**config.mk**
```make
export PLATFORM = sky130hd
export DESIGN_NAME = rpg_top
export DESIGN_NICKNAME = d
export VERILOG_FILES = /design/src/hw/rpg_pkg.sv /design/src/hw/rpg_sync.sv /design/src/hw/rpg_sigmux.sv /design/src/hw/rpg_top.sv
export VERILOG_INCLUDE_DIRS = /design/src /design/src/hw
export SDC_FILE = /design/constraint.sdc
export NUM_CORES = 1
export LEC_CHECK = 0
export BUFFER_PORTS_ARGS = -buffer_cell sky130_fd_sc_hd__buf_2
export CAP_MARGIN = 20
export CELL_PAD_IN_SITES_DETAIL_PLACEMENT = 0
export CELL_PAD_IN_SITES_GLOBAL_PLACEMENT = 1
export CORE_UTILIZATION = 40
export DETAILED_ROUTE_END_ITERATION = 10
export PLACE_DENSITY = 0.84
export SLEW_MARGIN = 20
export SYNTH_ARGS = -nofsm -noshare
export SYNTH_HDL_FRONTEND = slang
export SYNTH_SLANG_ARGS = --single-unit
```
**constraint.sdc**
```tcl
create_clock -name i_sys_clk -period 5.13 [get_ports i_sys_clk]
set_input_delay 1.026 -clock i_sys_clk [delete_from_list [all_inputs] [get_ports i_sys_clk]]
set_output_delay 1.026 -clock i_sys_clk [all_outputs]
set_load 0.02 [all_outputs]
```
**src/hw/rpg_cfg.svh**
```systemverilog
// register offsets, field positions and reset values of the pin configuration block
`ifndef RPG_CFG_SVH
`define RPG_CFG_SVH
`define RPG_ADDR_PIN_ENABLE 8'h44
`define RPG_ADDR_PIN_OUTPUT 8'h45
`define RPG_ADDR_PIN_INPUT 8'h46
`define RPG_ADDR_SIG_CONFIG 8'h47
`define RPG_PIN_SIG_INPUT 7
`define RPG_PIN_CLOCK_OUT 6
`define RPG_PIN_SELECT_HI 5
`define RPG_PIN_SELECT_LO 4
`define RPG_SCAN_PIN_MSB 3
`define RPG_FAST_PAD_BIT 7
`define RPG_SEL_MSB 3
`define RPG_RST_PIN_ENABLE 8'h00
`define RPG_RST_PIN_OUTPUT 8'h00
`define RPG_RST_SIG_CONFIG 8'h00
`define RPG_SEL_TRISTATE_A 4'h0
`define RPG_SEL_TRISTATE_B 4'h1
`define RPG_SEL_LOW 4'h2
`define RPG_SEL_HIGH 4'h3
`define RPG_SEL_TX_ENV 4'h4
`define RPG_SEL_TX_ACTIVE 4'h5
`define RPG_SEL_SECURE 4'h6
`define RPG_SEL_RX_ENV 4'h7
`define RPG_SEL_RX_ACTIVE 4'h8
`define RPG_SEL_RX_BIT 4'h9
`endif

```
**src/hw/rpg_pkg.sv**
```systemverilog
// types shared by the pin configuration block
package rpg_pkg;
    typedef struct packed {
        logic [7:0] addr;
        logic [7:0] wdata;
        logic wr;
        logic rd;
    } rpg_bus_req_t;

    typedef struct packed {
        logic tx_envelope;
        logic tx_active;
        logic generic_secure_module_signal;
        logic rx_envelope;
        logic rx_active;
        logic rx_bit;
    } rpg_probe_t;

    typedef struct packed {
        logic [7:0] out;
        logic [7:0] oe;
    } rpg_pad_drive_t;
endpackage

```
**src/hw/rpg_sync.sv**
```systemverilog
// three-stage synchroniser with agreement filter for one pad input
`timescale 1ns/1ns
module rpg_sync (
    input wire logic i_sys_clk,
    input wire logic i_rst_n,
    input wire logic i_async,
    output logic o_level
);
    typedef struct packed {
        logic s1;
        logic s2;
        logic s3;
        logic level;
    } rpg_sync_state_t;

    rpg_sync_state_t st;
    rpg_sync_state_t next_st;

    always_comb begin
        next_st = st;
        next_st.s1 = i_async;
        next_st.s2 = st.s1;
        next_st.s3 = st.s2;
        // a change counts only once the last two stages agree
        if (st.s2 == st.s3) begin
            next_st.level = st.s3;
        end
    end

    always_ff @(posedge i_sys_clk) begin
        if (!i_rst_n) begin
            st <= '0;
        end else begin
            st <= next_st;
        end
    end

    assign o_level = st.level;
endmodule

```
**src/hw/rpg_sigmux.sv**
```systemverilog
// source selector for the signal-output pin
`timescale 1ns/1ns
`include "rpg_cfg.svh"
module rpg_sigmux (
    input wire logic [3:0] i_sel,
    input wire rpg_pkg::rpg_probe_t i_probe,
    output logic o_value,
    output logic o_drive
);
    import rpg_pkg::*;

    always_comb begin
        o_value = 1'b0;
        o_drive = 1'b1;
        case (i_sel)
            `RPG_SEL_TRISTATE_A, `RPG_SEL_TRISTATE_B: begin
                o_drive = 1'b0;
            end
            `RPG_SEL_LOW: begin
                o_value = 1'b0;
            end
            `RPG_SEL_HIGH: begin
                o_value = 1'b1;
            end
            `RPG_SEL_TX_ENV: begin
                o_value = i_probe.tx_envelope;
            end
            `RPG_SEL_TX_ACTIVE: begin
                o_value = i_probe.tx_active;
            end
            `RPG_SEL_SECURE: begin
                o_value = i_probe.generic_secure_module_signal;
            end
            `RPG_SEL_RX_ENV: begin
                o_value = i_probe.rx_envelope;
            end
            `RPG_SEL_RX_ACTIVE: begin
                o_value = i_probe.rx_active;
            end
            `RPG_SEL_RX_BIT: begin
                o_value = i_probe.rx_bit;
            end
            default: begin
                o_drive = 1'b0;
            end
        endcase
    end
endmodule

```
**src/hw/rpg_top.sv**
```systemverilog
// general purpose pin and signal-output configuration block
//
// Added by the designer: the strobed register port.
`timescale 1ns/1ns
`include "rpg_cfg.svh"
module rpg_top (
    input wire logic i_sys_clk,
    input wire logic i_rst_n,
    input wire rpg_pkg::rpg_bus_req_t i_bus,
    output logic [7:0] o_rdata,
    input wire logic [7:0] i_pad_in,
    output rpg_pkg::rpg_pad_drive_t o_pad,
    input wire logic i_scan_mode,
    input wire logic i_device_clock,
    input wire rpg_pkg::rpg_probe_t i_probe,
    output logic o_signal_output_pin,
    output logic o_signal_output_oe,
    output logic o_fast_pad_switching
);
    import rpg_pkg::*;

    typedef struct packed {
        logic [7:0] pin_output_enable;
        logic [7:0] pin_output_value;
        logic fast_pad_switching;
        logic [3:0] signal_output_source_select;
        logic [7:0] rdata;
        rpg_pad_drive_t pad;
        logic sig_out;
        logic sig_oe;
    } rpg_state_t;

    rpg_state_t st;
    rpg_state_t next_st;
    logic [7:0] pin_level;
    logic mux_value;
    logic mux_drive;

    // ==========================================================
    // pad input synchronisers
    genvar gi;
    generate
        for (gi = 0; gi < 8; gi++) begin : g_sync
            rpg_sync u_sync (
                .i_sys_clk(i_sys_clk),
                .i_rst_n(i_rst_n),
                .i_async(i_pad_in[gi]),
                .o_level(pin_level[gi])
            );
        end
    endgenerate

    // ==========================================================
    // signal-output source selection
    rpg_sigmux u_mux (
        .i_sel(st.signal_output_source_select),
        .i_probe(i_probe),
        .o_value(mux_value),
        .o_drive(mux_drive)
    );

    // ==========================================================
    // registers and pad drive
    always_comb begin
        logic [7:0] en;
        en = st.pin_output_enable;
        next_st = st;
        next_st.rdata = 8'h00;
        if (i_bus.wr) begin
            case (i_bus.addr)
                `RPG_ADDR_PIN_ENABLE: begin
                    next_st.pin_output_enable = i_bus.wdata;
                end
                `RPG_ADDR_PIN_OUTPUT: begin
                    next_st.pin_output_value = i_bus.wdata;
                end
                `RPG_ADDR_SIG_CONFIG: begin
                    next_st.fast_pad_switching = i_bus.wdata[`RPG_FAST_PAD_BIT];
                    next_st.signal_output_source_select = i_bus.wdata[`RPG_SEL_MSB:0];
                end
                default: begin
                end
            endcase
        end
        if (i_bus.rd) begin
            case (i_bus.addr)
                `RPG_ADDR_PIN_ENABLE: begin
                    next_st.rdata = st.pin_output_enable;
                end
                `RPG_ADDR_PIN_OUTPUT: begin
                    next_st.rdata = st.pin_output_value;
                end
                `RPG_ADDR_PIN_INPUT: begin
                    // pad level regardless of enable, so driven values read back
                    next_st.rdata = pin_level;
                end
                `RPG_ADDR_SIG_CONFIG: begin
                    next_st.rdata = {st.fast_pad_switching, 3'h0,
                                     st.signal_output_source_select};
                end
                default: begin
                    next_st.rdata = 8'h00;
                end
            endcase
        end
        // scan pins stay in their scan role while scan is strapped on
        if (i_scan_mode) begin
            en[`RPG_SCAN_PIN_MSB:0] = 4'h0;
        end
        next_st.pad.oe = en;
        next_st.pad.out = st.pin_output_value;
        // without the enable the pin carries the device clock
        if (!en[`RPG_PIN_CLOCK_OUT]) begin
            next_st.pad.oe[`RPG_PIN_CLOCK_OUT] = 1'b1;
            next_st.pad.out[`RPG_PIN_CLOCK_OUT] = i_device_clock;
        end
        next_st.sig_out = mux_value;
        next_st.sig_oe = mux_drive;
    end

    always_ff @(posedge i_sys_clk) begin
        if (!i_rst_n) begin
            st <= '0;
            st.pin_output_enable <= `RPG_RST_PIN_ENABLE;
            st.pin_output_value <= `RPG_RST_PIN_OUTPUT;
        end else begin
            st <= next_st;
        end
    end

    assign o_rdata = st.rdata;
    assign o_pad = st.pad;
    assign o_signal_output_pin = st.sig_out;
    assign o_signal_output_oe = st.sig_oe;
    assign o_fast_pad_switching = st.fast_pad_switching;
endmodule

```
==> metrics.md <==
| Metric | Value |
|---|---|
| CTS tree | done |
| Vias in the first global route | 1,665 |
| Worst Setup End Kind | flip-flop |
| H-tree levels | 3 |
| Clock power share | 37.1% |
| Worst EP arrival | 2.63 ns |
| GRT Resource Usage Total | 14.1% |
| Cts repair resizes | 0 |
| # hold bufs at CTS | 0 |
| Routed WL | 4.98 mm |
| # DRC | 0 |
| Hold path startpoint | g_sync[2].u_sync.next_st[2] |
| Comb power frac | 4.0% |
| Share of Yosys cell area claimed by the top area cell type | 54.8% |
| Slew @ Worst Pin | ~0.99 ns |
| Final period util | 46.0% |
| Num CTS Buffers | 9 |
| CORE AREA | 6870 µm² |
| Most frequent cell after synthesis | dfxtp_1 |
| Skew-Pair Late Insertion Delay | 0.34 ns |
| Starting Density | 42.0% |
| # clock sinks | 79 |
| PD cells | 326 nW/µm² |
| Average size of a mapped cell | 10.7 µm² |
| Worst hold path class | flip-flop to flip-flop |
| DRT iter0 DRCs | 70 |
| Io pins | between 60 and 70 |
| Commonest cells in the netlist | dfxtp_1 (79), nand2_1 (39), and2_1 (28) |
| Crit Path Category | input pin to flip-flop |
| Post-Synth Adder-Cell Area | 0% |
| Die width | 86.9 µm |
| TNS Setup | 0 ns |
| Total number of vias | 1,805 |
| Crit path max fanout | between 60 and 70 |
| Final Wtd Congestion | 0.735 |
| Crit-path cells | buf_2, nand2_1, or4_1, nor2b_1 |
| Run status | finished, final reports clean |
| RR Startpoint | st[26] |
| Die height | 86.9 µm |
| Synth-to-Final Area Change | 12.7% |
| Synthesized net count | 306 |
| Max Cap Violations | 0 |
| Root buffer cell | clkbuf_8 |
| Sequential fraction of design power | 58.9% |
| R2R Setup Slk | about 4 ns |
| Rel. slew slack | 34.2% |
| Fill cells | 674 |
| Slowest cell on the critical path | buf_2 |
| N_diodes | 0 |
| DP HPWL | 3.49 mm |
| Die ar. | 7560 µm² |
| Portion of netlist area occupied by mux cells | 13.3% |
| Area leader, netlist | dfxtp_1 |
| Total power | 1.06 mW |
| Cells after Synth | 270 |
| Sw Ratio | 20.9% |
| Worst path required time | 5.40 ns |
| Clock transition at path regs | 0.07 ns |
| Nets@finish | 344 |
| Worst Hold Path EP | g_sync[2].u_sync.next_st[1] |
| Row count | 30 |
| Setup violators final | 0 |
| Synth unique cells | 27 |
| Layout Skew | between 0.002 and 0.003 ns |
| CP startpoint kind | input pin |
| RSZ-0062 raised after global routing | false |
| FF-to-FF path depth | 3 |
| Final Max Tran Viols | 0 |
| Ys Warns | 0 |
| Via/cell ratio | about 4.4 |
| Peak supply drop | between 0.15 and 0.2 mV |
| Pin count of the biggest net entering global routing | a little under 70 |
| Int Pwr | 839 µW |
| Final hold viol count | 0 |
| Net switching power | between 200 and 250 µW |
| Share of layout cells above drive strength 1 | 26.7% |
| Async S/R FF share, synth | 0% |
| Setup Buffers After CTS | 0 |
| Simple-gate share of the synthesized area | between 10% and 20% |
| CP max stage delay | around 0.74 ns |
| Antenna viol nets, final | 0 |
| Largest family of logic cells by synthesized area | simple AND/OR/NAND/NOR gates |
| First-pass GRT wire length | 7.73 mm |
| Critical path origin | i_rst_n |
| Synthesized cell area | 2890 µm² |
| CTS max path bufs | 2 |
| Lkg Pwr | 1.48 nW |
| Grt total ovfl | 0 |
| Routed len/inst | about 12 µm |
| Min cycle time layout | 2.36 ns |
| Initial antenna violation count | 0 |
| Compound-Gate Fraction of Synth Area | 5.03% |
| Crit Reg-Reg Endpoint | o_signal_output_pin |
| Register bit total from synthesis | 79 |
| Main flop type after synthesis | dfxtp_1 |
| Hold path depth | 1 |
| Post-synth EDFFs | 0 |
| Sequential area share after synthesis | 54.8% |
| Post-Synth XOR/XNOR Area | 0% |
| Top cells by area, synth | dfxtp_1 (55%), mux2i_1 (9.4%), buf_4 (6.2%) |
| IO Port Bufs | 62 |
| Fmax | 424 MHz |
| Pre-Repair DR Iteration Count | 4 |
-- sequential cells by signal, summed over array words and instances, names as in the netlist --
name                   cells
o_rdata                    8
g_sync.u_sync.o_level      8
next_st                   10
st                        10
g_sync.u_sync.st           8
o_signal_output_oe         1
o_signal_output_pin        1
o_fast_pad_switching       1
o_pad                     16
g_sync.u_sync.next_st     16
-- power groups by stage --
stage               sequential, mW  combinational [mW]  clock, mW
finish                       0.625              0.0429      0.393
global route                 0.625              0.0478      0.430
CTS                          0.625              0.0437      0.406
detailed placement           0.639              0.0435          0
global placement             0.638              0.0429          0
floorplan                    0.638              0.0259          0
-- final cells by class --
type	count	area (µm²)	area share, %
Tap cell	96	120	3.70
Clock inverter	1	5.00	0.154
Sequential cell	79	1580	48.7
Inverter	12	45.0	1.39
Timing Repair Buffer	62	310	9.55
Clock buffer	13	159	4.89
Multi-Input combinational cell	144	1030	31.7
-- critical path: cells and delay by family --
kind,cells,cell delay [ns]
simple gates,3,0.86
buf+inv,1,0.74
-- worst max-delay path by stage --
stage	end	slack (ns)
floorplan	next_st[6]	2.68
global placement	next_st[11]	2.46
detailed placement	o_rdata[2]	2.40
CTS	o_rdata[2]	2.76
global route	o_rdata[4]	2.56
finish	o_rdata[2]	2.77
-- layer usage --
metal / track usage, % / up-vias / wire (µm)
li1: - / 934 / -
met1: 16.6 / 812 / 2420
met2: 22.1 / 52 / 2140
met3: 6.73 / 7 / 341
met4: 5.91 / 0 / 73
met5: 0 / - / 0
-- through the flow --
stage               hold slack, ns  util, %  area, µm²  setup slack [ns]  cells
global route                 0.442     47.3       3250              2.56    407
floorplan                    0.412        -       2890              2.68    270
finish                       0.434     47.3       3250              2.77    407
detailed placement           0.420     44.9       3090              2.40    393
global placement             0.414     44.9       3090              2.46    393
CTS                          0.437     47.3       3250              2.76    407
-- logic make-up (layout without fill, tap and decap cells) --
logic type      count (synthesis)  in the layout
flops                          79             79
simple gates                   90             90
buf+inv                        47             88
compound gates                 22             22
mux                            32             32
-- cells in the final DEF, fill, tap and decap left out --
master / n
nand2_1: 39
a21boi_0: 8
or4_4: 1
dfxtp_1: 79
nor2_1: 3
a21oi_1: 1
nor3_2: 1
and3_1: 1
and3b_1: 1
clkbuf_1: 2
nor4_4: 1
mux2i_1: 27
nor2b_1: 8
or4_1: 1
and2_1: 28
clkbuf_8: 11
inv_1: 12
o21ai_0: 9
nor4b_1: 3
or4b_4: 1
a2bb2oi_1: 3
o31a_1: 1
buf_2: 62
nand3b_1: 1
mux4_2: 5
clkinv_2: 1
or3_1: 1
No activity file was read; power rests on OpenSTA's default activity.
